===== src/oeb_defs.svh =====
// constants for the receive endpoint buffer block and its cpu controller
`ifndef OEB_DEFS_SVH
`define OEB_DEFS_SVH
// ==========================================================================
// sizes
`define OEB_NUM_EP      4
`define OEB_EP_W        2
`define OEB_BUF_BYTES   64
`define OEB_AXI_AW      8
// ==========================================================================
// status flag codes {hi, lo}
`define OEB_FLAGS_EMPTY 2'h0
`define OEB_FLAGS_ONE_D 2'h2
`define OEB_FLAGS_FULL  2'h3
// ==========================================================================
// controller register byte offsets
`define OEB_REG_CFG     8'h00
`define OEB_REG_CMD     8'h04
`define OEB_REG_RDREQ   8'h08
`define OEB_REG_DATA    8'h0C
`define OEB_REG_STATUS  8'h10
// ==========================================================================
// field positions
`define OEB_CFG_DBL     0
`define OEB_CFG_CONT    4
`define OEB_CFG_AUTO    8
`define OEB_CFG_RFB     12
`define OEB_CMD_REL     0
`define OEB_CMD_FLUSH   4
`define OEB_RQ_WORD     0
`define OEB_RQ_EP       1
`define OEB_RQ_ODD      3
`define OEB_DATA_VALID  16
`define OEB_ST_LO       4
`define OEB_ST_TOG      8
// ==========================================================================
// reset values and responses
`define OEB_CFG_RESET   16'h0000
`define OEB_RESP_OKAY   2'h0
`define OEB_RESP_SLVERR 2'h2
`endif


===== src/oeb_pkg.sv =====
// types shared by the receive endpoint buffer block and its controller
package oeb_pkg;
   typedef enum logic [0:0] {
      OEB_W_IDLE = 1'b0,
      OEB_W_RESP = 1'b1
   } oeb_wst_t;
   typedef logic [1:0] oeb_flags_t;
endpackage


===== src/oeb_if.sv =====
// link between the endpoint buffer logic and its cpu-side controller
`timescale 1ns/1ps
`include "oeb_defs.svh"
interface oeb_if;
   logic [`OEB_NUM_EP-1:0] cfgDouble;
   logic [`OEB_NUM_EP-1:0] cfgContinuous;
   logic [`OEB_NUM_EP-1:0] automaticRelease;
   logic [`OEB_NUM_EP-1:0] rateFeedbackEnable;
   logic [`OEB_NUM_EP-1:0] rxReleaseStrobe;
   logic [`OEB_NUM_EP-1:0] rxFlushStrobe;
   logic                   rdReq;
   logic [`OEB_EP_W-1:0]   rdEp;
   logic                   rdWord;
   logic [`OEB_NUM_EP-1:0] rxStatusFlagHi;
   logic [`OEB_NUM_EP-1:0] rxStatusFlagLo;
   logic [`OEB_NUM_EP-1:0] inToggle;
   logic [15:0]            rdData;
   logic                   rdAck;
   modport dev (
      input  cfgDouble, cfgContinuous, automaticRelease, rateFeedbackEnable,
      input  rxReleaseStrobe, rxFlushStrobe, rdReq, rdEp, rdWord,
      output rxStatusFlagHi, rxStatusFlagLo, inToggle, rdData, rdAck
   );
   modport ctrl (
      output cfgDouble, cfgContinuous, automaticRelease, rateFeedbackEnable,
      output rxReleaseStrobe, rxFlushStrobe, rdReq, rdEp, rdWord,
      input  rxStatusFlagHi, rxStatusFlagLo, inToggle, rdData, rdAck
   );
endinterface


===== src/oeb_cpu_ctrl.sv =====
// axi4-lite controller that drives the endpoint buffer link for software
`timescale 1ns/1ps
`include "oeb_defs.svh"
module oeb_cpu_ctrl
   import oeb_pkg::*;
(
   input  wire logic                  clk_sys,
   input  wire logic                  rst,
   oeb_if.ctrl                        dev,
   input  wire logic [`OEB_AXI_AW-1:0] s_axi_awaddr,
   input  wire logic                  s_axi_awvalid,
   output      logic                  s_axi_awready,
   input  wire logic [31:0]           s_axi_wdata,
   input  wire logic [3:0]            s_axi_wstrb,
   input  wire logic                  s_axi_wvalid,
   output      logic                  s_axi_wready,
   output      logic [1:0]            s_axi_bresp,
   output      logic                  s_axi_bvalid,
   input  wire logic                  s_axi_bready,
   input  wire logic [`OEB_AXI_AW-1:0] s_axi_araddr,
   input  wire logic                  s_axi_arvalid,
   output      logic                  s_axi_arready,
   output      logic [31:0]           s_axi_rdata,
   output      logic [1:0]            s_axi_rresp,
   output      logic                  s_axi_rvalid,
   input  wire logic                  s_axi_rready
);
   // ==========================================================================
   // state
   oeb_wst_t               wst_ff;
   logic                   awHeld_ff, wHeld_ff, awready_ff, wready_ff;
   logic [`OEB_AXI_AW-1:0] awaddr_ff;
   logic [31:0]            wdata_ff;
   logic [3:0]             wstrb_ff;
   logic                   bvalid_ff, arready_ff, rvalid_ff;
   logic [1:0]             bresp_ff, rresp_ff;
   logic [31:0]            rdata_ff;
   logic [15:0]            cfg_ff, devData_ff;
   logic                   dataValid_ff, rdReq_ff, rdWord_ff;
   logic [`OEB_EP_W-1:0]   rdEp_ff;
   logic [`OEB_NUM_EP-1:0] relStb_ff, flushStb_ff;
   logic                   commit, wrCmd, wrReq, rdDataReg;
   logic [`OEB_EP_W-1:0]   reqEp;

   function automatic logic isMapped(input logic [`OEB_AXI_AW-1:0] a);
      return a[1:0] == 2'h0 && (a == `OEB_REG_CFG || a == `OEB_REG_CMD
             || a == `OEB_REG_RDREQ || a == `OEB_REG_DATA || a == `OEB_REG_STATUS);
   endfunction

   always_comb begin
      commit    = wst_ff == OEB_W_IDLE && awHeld_ff && wHeld_ff;
      wrCmd     = commit && awaddr_ff == `OEB_REG_CMD && wstrb_ff[0];
      wrReq     = commit && awaddr_ff == `OEB_REG_RDREQ && wstrb_ff[0];
      rdDataReg = s_axi_arvalid && arready_ff && s_axi_araddr == `OEB_REG_DATA;
      reqEp     = wdata_ff[`OEB_RQ_EP +: `OEB_EP_W];
   end

   // ==========================================================================
   // write channel, address and data in either order
   always_ff @(posedge clk_sys or posedge rst) begin
      if (rst) begin
         wst_ff     <= OEB_W_IDLE;
         awHeld_ff  <= 1'b0;
         wHeld_ff   <= 1'b0;
         awready_ff <= 1'b0;
         wready_ff  <= 1'b0;
         awaddr_ff  <= '0;
         wdata_ff   <= 32'h00000000;
         wstrb_ff   <= 4'h0;
         bvalid_ff  <= 1'b0;
         bresp_ff   <= `OEB_RESP_OKAY;
      end else begin
         case (wst_ff)
            OEB_W_IDLE: begin
               awready_ff <= !awHeld_ff && !(s_axi_awvalid && awready_ff);
               wready_ff  <= !wHeld_ff && !(s_axi_wvalid && wready_ff);
               if (s_axi_awvalid && awready_ff) begin
                  awHeld_ff <= 1'b1;
                  awaddr_ff <= s_axi_awaddr;
               end
               if (s_axi_wvalid && wready_ff) begin
                  wHeld_ff <= 1'b1;
                  wdata_ff <= s_axi_wdata;
                  wstrb_ff <= s_axi_wstrb;
               end
               if (commit) begin
                  awHeld_ff  <= 1'b0;
                  wHeld_ff   <= 1'b0;
                  awready_ff <= 1'b0;
                  wready_ff  <= 1'b0;
                  bvalid_ff  <= 1'b1;
                  bresp_ff   <= isMapped(awaddr_ff) ? `OEB_RESP_OKAY : `OEB_RESP_SLVERR;
                  wst_ff     <= OEB_W_RESP;
               end
            end
            OEB_W_RESP: begin
               if (s_axi_bready) begin
                  bvalid_ff <= 1'b0;
                  wst_ff    <= OEB_W_IDLE;
               end
            end
            default: begin
               wst_ff <= OEB_W_IDLE;
            end
         endcase
      end
   end

   // configuration, byte lanes honoured so either byte may be written alone
   always_ff @(posedge clk_sys or posedge rst) begin
      if (rst) begin
         cfg_ff <= `OEB_CFG_RESET;
      end else if (commit && awaddr_ff == `OEB_REG_CFG) begin
         if (wstrb_ff[0]) cfg_ff[7:0] <= wdata_ff[7:0];
         if (wstrb_ff[1]) cfg_ff[15:8] <= wdata_ff[15:8];
      end
   end

   // one-cycle strobes; a zero bit simply raises nothing
   always_ff @(posedge clk_sys or posedge rst) begin
      if (rst) begin
         relStb_ff   <= '0;
         flushStb_ff <= '0;
         rdReq_ff    <= 1'b0;
         rdEp_ff     <= '0;
         rdWord_ff   <= 1'b0;
      end else begin
         relStb_ff   <= wrCmd ? wdata_ff[`OEB_CMD_REL +: `OEB_NUM_EP] : '0;
         // flush bits of endpoints with the upper flag clear are screened out here
         flushStb_ff <= wrCmd ? wdata_ff[`OEB_CMD_FLUSH +: `OEB_NUM_EP]
                               & dev.rxStatusFlagHi : '0;
         // odd address or empty endpoint: request dropped, no data update
         rdReq_ff    <= wrReq && !wdata_ff[`OEB_RQ_ODD] && dev.rxStatusFlagHi[reqEp];
         if (wrReq) begin
            rdEp_ff   <= reqEp;
            rdWord_ff <= wdata_ff[`OEB_RQ_WORD];
         end
      end
   end

   // returned fifo data; a fresh answer beats a clearing read
   always_ff @(posedge clk_sys or posedge rst) begin
      if (rst) begin
         devData_ff   <= 16'h0000;
         dataValid_ff <= 1'b0;
      end else if (dev.rdAck) begin
         devData_ff   <= dev.rdData;
         dataValid_ff <= 1'b1;
      end else if (rdDataReg) begin
         dataValid_ff <= 1'b0;
      end
   end

   // ==========================================================================
   // read channel
   always_ff @(posedge clk_sys or posedge rst) begin
      if (rst) begin
         arready_ff <= 1'b0;
         rvalid_ff  <= 1'b0;
         rdata_ff   <= 32'h00000000;
         rresp_ff   <= `OEB_RESP_OKAY;
      end else if (s_axi_arvalid && arready_ff) begin
         arready_ff <= 1'b0;
         rvalid_ff  <= 1'b1;
         rresp_ff   <= isMapped(s_axi_araddr) ? `OEB_RESP_OKAY : `OEB_RESP_SLVERR;
         case (s_axi_araddr)
            `OEB_REG_CFG:    rdata_ff <= {16'h0000, cfg_ff};
            `OEB_REG_DATA:   rdata_ff <= {15'h0000, dataValid_ff, devData_ff};
            `OEB_REG_STATUS: rdata_ff <= {20'h00000, dev.inToggle,
                                          dev.rxStatusFlagLo, dev.rxStatusFlagHi};
            default:         rdata_ff <= 32'h00000000;
         endcase
      end else if (rvalid_ff) begin
         if (s_axi_rready) begin
            rvalid_ff  <= 1'b0;
            arready_ff <= 1'b1;
         end
      end else begin
         arready_ff <= 1'b1;
      end
   end

   assign dev.cfgDouble          = cfg_ff[`OEB_CFG_DBL +: `OEB_NUM_EP];
   assign dev.cfgContinuous      = cfg_ff[`OEB_CFG_CONT +: `OEB_NUM_EP];
   assign dev.automaticRelease   = cfg_ff[`OEB_CFG_AUTO +: `OEB_NUM_EP];
   assign dev.rateFeedbackEnable = cfg_ff[`OEB_CFG_RFB +: `OEB_NUM_EP];
   assign dev.rxReleaseStrobe    = relStb_ff;
   assign dev.rxFlushStrobe      = flushStb_ff;
   assign dev.rdReq              = rdReq_ff;
   assign dev.rdEp               = rdEp_ff;
   assign dev.rdWord             = rdWord_ff;
   assign s_axi_awready          = awready_ff;
   assign s_axi_wready           = wready_ff;
   assign s_axi_bvalid           = bvalid_ff;
   assign s_axi_bresp            = bresp_ff;
   assign s_axi_arready          = arready_ff;
   assign s_axi_rvalid           = rvalid_ff;
   assign s_axi_rdata            = rdata_ff;
   assign s_axi_rresp            = rresp_ff;
endmodule


===== src/flat_wrapper.sv =====
// flat-port wrapper written by rule: the top's interface ports become plain ports
module oeb_cpu_ctrl_flat import oeb_pkg::*;
  (clk_sys, rst, s_axi_awaddr, s_axi_awvalid, s_axi_awready, s_axi_wdata, s_axi_wstrb, s_axi_wvalid, s_axi_wready, s_axi_bresp, s_axi_bvalid, s_axi_bready, s_axi_araddr, s_axi_arvalid, s_axi_arready, s_axi_rdata, s_axi_rresp, s_axi_rvalid, s_axi_rready, dev_cfgDouble, dev_cfgContinuous, dev_automaticRelease, dev_rateFeedbackEnable, dev_rxReleaseStrobe, dev_rxFlushStrobe, dev_rdReq, dev_rdEp, dev_rdWord, dev_rxStatusFlagHi, dev_rxStatusFlagLo, dev_inToggle, dev_rdData, dev_rdAck);
  oeb_if dev_i ();
  input  wire logic clk_sys;
  input  wire logic rst;
  input  wire logic [`OEB_AXI_AW-1:0] s_axi_awaddr;
  input  wire logic s_axi_awvalid;
  output      logic s_axi_awready;
  input  wire logic [31:0] s_axi_wdata;
  input  wire logic [3:0] s_axi_wstrb;
  input  wire logic s_axi_wvalid;
  output      logic s_axi_wready;
  output      logic [1:0] s_axi_bresp;
  output      logic s_axi_bvalid;
  input  wire logic s_axi_bready;
  input  wire logic [`OEB_AXI_AW-1:0] s_axi_araddr;
  input  wire logic s_axi_arvalid;
  output      logic s_axi_arready;
  output      logic [31:0] s_axi_rdata;
  output      logic [1:0] s_axi_rresp;
  output      logic s_axi_rvalid;
  input  wire logic s_axi_rready;
  output wire logic [$bits(dev_i.cfgDouble)-1:0] dev_cfgDouble;
  output wire logic [$bits(dev_i.cfgContinuous)-1:0] dev_cfgContinuous;
  output wire logic [$bits(dev_i.automaticRelease)-1:0] dev_automaticRelease;
  output wire logic [$bits(dev_i.rateFeedbackEnable)-1:0] dev_rateFeedbackEnable;
  output wire logic [$bits(dev_i.rxReleaseStrobe)-1:0] dev_rxReleaseStrobe;
  output wire logic [$bits(dev_i.rxFlushStrobe)-1:0] dev_rxFlushStrobe;
  output wire logic [$bits(dev_i.rdReq)-1:0] dev_rdReq;
  output wire logic [$bits(dev_i.rdEp)-1:0] dev_rdEp;
  output wire logic [$bits(dev_i.rdWord)-1:0] dev_rdWord;
  input wire logic [$bits(dev_i.rxStatusFlagHi)-1:0] dev_rxStatusFlagHi;
  input wire logic [$bits(dev_i.rxStatusFlagLo)-1:0] dev_rxStatusFlagLo;
  input wire logic [$bits(dev_i.inToggle)-1:0] dev_inToggle;
  input wire logic [$bits(dev_i.rdData)-1:0] dev_rdData;
  input wire logic [$bits(dev_i.rdAck)-1:0] dev_rdAck;
  assign dev_cfgDouble = dev_i.cfgDouble;
  assign dev_cfgContinuous = dev_i.cfgContinuous;
  assign dev_automaticRelease = dev_i.automaticRelease;
  assign dev_rateFeedbackEnable = dev_i.rateFeedbackEnable;
  assign dev_rxReleaseStrobe = dev_i.rxReleaseStrobe;
  assign dev_rxFlushStrobe = dev_i.rxFlushStrobe;
  assign dev_rdReq = dev_i.rdReq;
  assign dev_rdEp = dev_i.rdEp;
  assign dev_rdWord = dev_i.rdWord;
  assign dev_i.rxStatusFlagHi = dev_rxStatusFlagHi;
  assign dev_i.rxStatusFlagLo = dev_rxStatusFlagLo;
  assign dev_i.inToggle = dev_inToggle;
  assign dev_i.rdData = dev_rdData;
  assign dev_i.rdAck = dev_rdAck;
  oeb_cpu_ctrl u_core (.clk_sys(clk_sys), .rst(rst), .dev(dev_i), .s_axi_awaddr(s_axi_awaddr), .s_axi_awvalid(s_axi_awvalid), .s_axi_awready(s_axi_awready), .s_axi_wdata(s_axi_wdata), .s_axi_wstrb(s_axi_wstrb), .s_axi_wvalid(s_axi_wvalid), .s_axi_wready(s_axi_wready), .s_axi_bresp(s_axi_bresp), .s_axi_bvalid(s_axi_bvalid), .s_axi_bready(s_axi_bready), .s_axi_araddr(s_axi_araddr), .s_axi_arvalid(s_axi_arvalid), .s_axi_arready(s_axi_arready), .s_axi_rdata(s_axi_rdata), .s_axi_rresp(s_axi_rresp), .s_axi_rvalid(s_axi_rvalid), .s_axi_rready(s_axi_rready));
endmodule

===== config.mk =====
export PLATFORM = sky130hd
export DESIGN_NAME = oeb_cpu_ctrl_flat
export DESIGN_NICKNAME = d
export VERILOG_FILES = /design/src/oeb_pkg.sv /design/src/oeb_if.sv /design/src/oeb_cpu_ctrl.sv /design/src/flat_wrapper.sv
export VERILOG_INCLUDE_DIRS = /design/src
export SDC_FILE = /design/constraint.sdc
export NUM_CORES = 1
export LEC_CHECK = 0
export ABC_AREA = 0
export BUFFER_PORTS_ARGS = -buffer_cell sky130_fd_sc_hd__buf_4
export CORE_UTILIZATION = 53
export DETAILED_ROUTE_END_ITERATION = 8
export PLACE_DENSITY = 0.86
export SLEW_MARGIN = 20
export SYNTH_ARGS = -nofsm -noshare
export SYNTH_HDL_FRONTEND = slang
export SYNTH_SLANG_ARGS = --single-unit

===== constraint.sdc =====
create_clock -name clk_sys -period 6.5 [get_ports clk_sys]
set_clock_uncertainty 0.15 [all_clocks]
set_input_delay 0.325 -clock clk_sys [delete_from_list [all_inputs] [get_ports clk_sys]]
set_output_delay 0.325 -clock clk_sys [all_outputs]
set_load 0.01 [all_outputs]

# Word level (Yosys, flattened, before mapping)
# Cells that the tools add are included.
[classes]
n_lt_le_gt_ge = 1
n_eq_ne = 11
muxes = 27
bitwise_logic = 2
n_reduce_logical = 45
[ops]
columns = ["cell", "n"]
rows = [
  ["one-hot mux 17 bit (3 select lines)", 1],
  ["== test 8 x 4 -> 1 bit (second input constant)", 4],
  ["two-way mux 1 bit", 19],
  ["logical AND 1 bit", 17],
  ["== test 8 x 3 -> 1 bit (second input constant)", 2],
  ["== test 8 x 5 -> 1 bit (second input constant)", 2],
  ["logical NOT 8 bit", 2],
  ["AND reduction 2 bit", 8],
  ["logical OR 1 bit", 8],
  ["two-way mux 4 bit", 2],
  ["nonzero test 2 bit", 3],
  ["logical NOT 1 bit", 5],
  ["bitwise AND 4 bit", 1],
  ["logical NOT 2 bit", 2],
  ["two-way mux 2 bit", 2],
  ["one-hot mux 1 bit (2 select lines)", 2],
  ["< comparator 2 x 3 -> 1 bit (second input constant)", 1],
  ["inequality test 3 bit (second input constant)", 1],
  ["binary-select mux 1 bit (select 2 bit)", 1],
  ["inequality test 2 x 1 -> 1 bit (second input constant)", 1],
  ["inequality test 2 bit (second input constant)", 1],
  ["NOT 1 bit", 1],
]
[word_totals]
register_bits = 115
inputBits = 88
out_inout_bits = 69
wordCells = 109

# Logic depth before layout (Yosys ltp)
[depth]
word_depth = 7
depth_mapped = 6
mapped_depth_nobuf = 4

# Least setup slack after synthesis
# Ideal clock, no wire load.
[synth_timing]
path_type = "in2reg"
from = "in s_axi_araddr[7]"
to = "reg u_core.rdata_ff[0], in the netlist u_core.s_axi_rdata[0]"
setup_ns = 0.064
arrival_time_ns = 1.831
t_required_ns = 6.286
setup_slack_ns = 4.455
stages = 5
n_path_buf = 1
path_cell_list = "or4_4 -> or3_4 -> nor3_4 -> buf_6 -> a221o_2"
[synth_via]
elab_chain_cells = 2
elab_cells_between_ends = 4
classes_between = "eq/ne (2); mux (1); reduce/logical (1)"
[synth_rtl]
columns = ["item", "line", "text"]
rows = [
  ["start, declared", "flat_wrapper.sv:17", "input wire logic [`OEB_AXI_AW-1:0] s_axi_araddr;"],
  ["== test 8 x 5 -> 1 bit, or another cell as far along", "oeb_cpu_ctrl.sv:166", "case (s_axi_araddr)"],
  ["one-hot mux 17 bit (3 select lines) (*)", "oeb_cpu_ctrl.sv:166", ""],
  ["end signal, assigned", "oeb_cpu_ctrl.sv:167", "`OEB_REG_CFG: rdata_ff <= {16'h0000, cfg_ff};"],
  ["end signal, assigned", "oeb_cpu_ctrl.sv:168", "`OEB_REG_DATA: rdata_ff <= {15'h0000, dataValid_ff, devData_ff};"],
  ["end signal, assigned", "oeb_cpu_ctrl.sv:169", "`OEB_REG_STATUS: rdata_ff <= {20'h00000, dev.inToggle,"],
  ["end, declared", "oeb_cpu_ctrl.sv:37", "logic [31:0] rdata_ff;"],
]
# Every way passes the cells marked *; elsewhere a longest branch is shown, timed or not.
# A chain may end at the register's enable or synchronous reset.

# Final worst setup path
[layout_timing]
from = "reg u_core.arready_ff, in the netlist u_core.s_axi_arready"
to = "reg u_core.rdata_ff[5], in the netlist u_core.s_axi_rdata[5]"
[layout_via]
elab_chain_cells = 1
[layout_rtl]
columns = ["item", "line", "text"]
rows = [
  ["start, declared", "oeb_cpu_ctrl.sv:35", "logic bvalid_ff, arready_ff, rvalid_ff;"],
  ["start signal, assigned", "oeb_cpu_ctrl.sv:158", "arready_ff <= 1'b0;"],
  ["start signal, assigned", "oeb_cpu_ctrl.sv:163", "arready_ff <= 1'b0;"],
  ["start signal, assigned", "oeb_cpu_ctrl.sv:176", "arready_ff <= 1'b1;"],
  ["logical AND 1 bit", "oeb_cpu_ctrl.sv:162", "end else if (s_axi_arvalid && arready_ff) begin"],
]
# Every way passes these cells.

==> flow_summary.toml <==
[worst_setup_path]
crit_fanout = 23
critical-path-max-stage-delay_ns = 0.74
cp-start-kind = "flip-flop"
worst_ep_required_time_ns = 6.63
path_cells = "nand2_1 -> or3_1 -> nor4_1 -> a221o_2"
timing_worst_setup_path_type = "flip-flop to flip-flop"
cp_data_arrival_time_ns = 2.48
slowest_stage = "or3_1"
cp-end-kind = "flip-flop"

[yosys]
yosys.cell_count.top_type = "dfrtp_1"
syn_avg_cell_area_um2 = 13.81
yosys_most_used_dff = "dfrtp_1"
ys_seq_area_share_pct = 59.57
synth_area_leader_cell = "dfrtp_1"
synth_edf_count = 0
synthDistinctLibCells = 41
synthCells = 298
yosysWarnings = 0
async_flop_share_pct = 100.0
ys_top_cells_by_area = "dfrtp_1 60%, mux2_2 17%, buf_4 3.1%, mux2i_1 2.9%, a221o_2 2.2%"
synthTopCellsByCount = "98 x dfrtp_1, 61 x mux2_2, 17 x buf_4"
synth_area_um2 = 4116
ys_seq_elements = 98
synth_top_area_share_pct = 59.57

[floorplanning]
start_util_pct = 55.86
row_count = 31
core_um2 = 7370
io_pins = 157
die-area_um2 = 8123
die_h_um = 90.13
fp.dieW_um = 90.13

[clocking]
clk_path_buf_depth = 2
hold_buffers = 2
cts_setup_buffers = 0
cts_sinks = 98
clock_latency_ns = 0.34
clockRootBuffer = "clkbuf_8"
cts_tree = "yes"
cts-htree-levels = 3
cts_buffers = 9
cts_resized = 0
clkTransAtPathRegs_ns = 0.09

[timing]
hold_viol = 0
setup_slack_ns = 4.154
rsz0062_at_grt = "false"
fmax_mhz = 426.2
tightest_slew_ns = 0.9263
fin_tns_setup_ns = 0
layout_min_cycle_time_ns = 2.346
period_share_pct = 36.10
slew_viol_final = 0
slew-limit-headroom_pct = 38.07
finalSetupViolCount = 0

[finish]
drive_gt1_share_pct = 49.88
nets = 506
ff_latch_area_um2 = 2452
multi_input_area_um2 = 1508
syn2layout_area_growth_pct = 27.63
num_antenna_cells = 0
nFillCells = 539

[detailed_routing]
vias = 2829
drtPass1Iterations = 4
first_iter_violations = 126
ant_nets = 0
wire_per_inst_um = 16.70
viasPerCell = 5.420
route.detailed.drc = 0
wirelength_um = 8718

[grt]
grt_pass1_wl_um = 14460
antenna_found_initial = 0
grt_usage_pct = 22.61
grt_max_degree = 54
grt_pass1_vias = 2923
grt-ovfl-total = 0

[power_and_ir_drop]
power_per_cell_area_nw_per_um2 = 302.1
p_leak_nw = 2.631
vdd_drop_max_uv = 194.4

[hold_path]
hold_class = "input port to flip-flop"

[place]
place.detailed.hpwl_um = 6451
pre_cts_ws_ns = 3.896
portBuffers = 121
routabilityCongestion = 0.7887

[run]
max_cap_violations = 0

[run_status]
status = "finished clean"
==> power by group <==
part / internal, mW / total, mW / switching (mW)
Sequential: 0.743 / 0.847 / 0.104
Combinational: 0.205 / 0.347 / 0.142
Clock: 0.199 / 0.394 / 0.195
==> cells in the final DEF (no fill, tap or decap), types with 2 or more instances in the layout <==
master and instances:
and4_1 3, mux2i_1 12, dlygate4sd3_1 2, a221o_2 8, o21ai_0 5, buf_4 122, conb_1 17, and3_1 5
nor2_1 5, mux2_2 61, a31oi_1 2, a21o_1 2, clkinvlp_4 2, inv_1 6, and2_0 2, clkbuf_8 11
a21oi_1 2, nor4_1 13, a221o_1 7, nor3_1 2, a211oi_1 2, nand3_1 2, nand2_1 8, dfrtp_1 98
and2_1 5
==> layout make-up <==
class / instances / share of cell area (%)
Timing Repair Buffer: 124 / 17.81
Clock buffer: 12 / 2.953
Clock inverter: 4 / 0.9526
Tap cell: 99 / 2.358
Sequential cell: 98 / 46.68
Multi-Input combinational cell: 178 / 28.70
Inverter: 7 / 0.5477
==> per-stage QoR <==
| stage | power (mW) | area, um^2 | cells | hold slack, ns | utilization (%) |
|---|---|---|---|---|---|
| 2_1_floorplan | 1.065 | 4177 | 314 | 0.2714 | - |
| 3_3_place_gp | 1.188 | 5029 | 504 | 0.2817 | 68.23 |
| 3_5_place_dp | 1.210 | 5029 | 504 | 0.2833 | 68.23 |
| 4_1_cts | 1.601 | 5254 | 522 | 0.005941 | 71.29 |
| 5_1_grt | 1.678 | 5254 | 522 | 0.01740 | 71.29 |
| 6_report | 1.587 | 5254 | 522 | 0.01536 | 71.29 |
==> final timing paths <==
kind	slack [ns]	startpoint	to	depth (start not counted)
setup / recovery	4.15	u_core.s_axi_arready$_DFFE_PP0P_	u_core.s_axi_rdata[5]$_DFFE_PP0P_	4
hold / removal	0.02	s_axi_arvalid	u_core.s_axi_arready$_DFFE_PP0P_	2
setup reg to reg	4.15	u_core.s_axi_arready$_DFFE_PP0P_	u_core.s_axi_rdata[5]$_DFFE_PP0P_	4
hold reg to reg	0.34	u_core.s_axi_rdata[15]$_DFFE_PP0P_	u_core.s_axi_rdata[15]$_DFFE_PP0P_	2
max in group asynchronous	4.66	rst	u_core.dev.rxReleaseStrobe[3]$_DFF_PP0_	4
min in group asynchronous	0.45	rst	u_core.devData_ff[5]$_DFFE_PP0P_	3
==> sequential cells by signal, indices dropped and copies added, names as in the netlist, 2 cells and up <==
| signal | cells |
|---|---|
| u_core.awaddr_ff | 8 |
| u_core.cfg_ff | 16 |
| u_core.dev.rdEp | 2 |
| u_core.dev.rxFlushStrobe | 4 |
| u_core.dev.rxReleaseStrobe | 4 |
| u_core.devData_ff | 16 |
| u_core.s_axi_rdata | 17 |
| u_core.wdata_ff | 16 |
| u_core.wstrb_ff | 2 |
==> worst max-delay path, delay by kind of cell (launching register included) <==
| kind | cells | cell delay [ns] |
|---|---|---|
| and+or+nand+nor | 3 | 1.58 |
| DFF | 1 | 0.37 |
| AOI/OAI and AO/OA | 1 | 0.17 |
==> routing by layer <==
metal	global-route usage, %	up-vias	routed length [um]
met5	0	-	0
met4	9.677	0	160
met3	4.738	13	504
met2	36.96	111	4429
li1	-	1296	-
met1	29.32	1409	3623
==> kinds of logic after synthesis <==
kind of cell           Yosys count  share of synthesized area [%]
flip-flops                      98                          59.57
multiplexers                    74                          20.15
AND/OR/NAND/NOR                 55                          8.390
buffers and inverters           38                          5.258
AO/OA/AOI/OAI                   32                          6.535
other                            1                        0.09110
(Power assumes the default switching activity.)
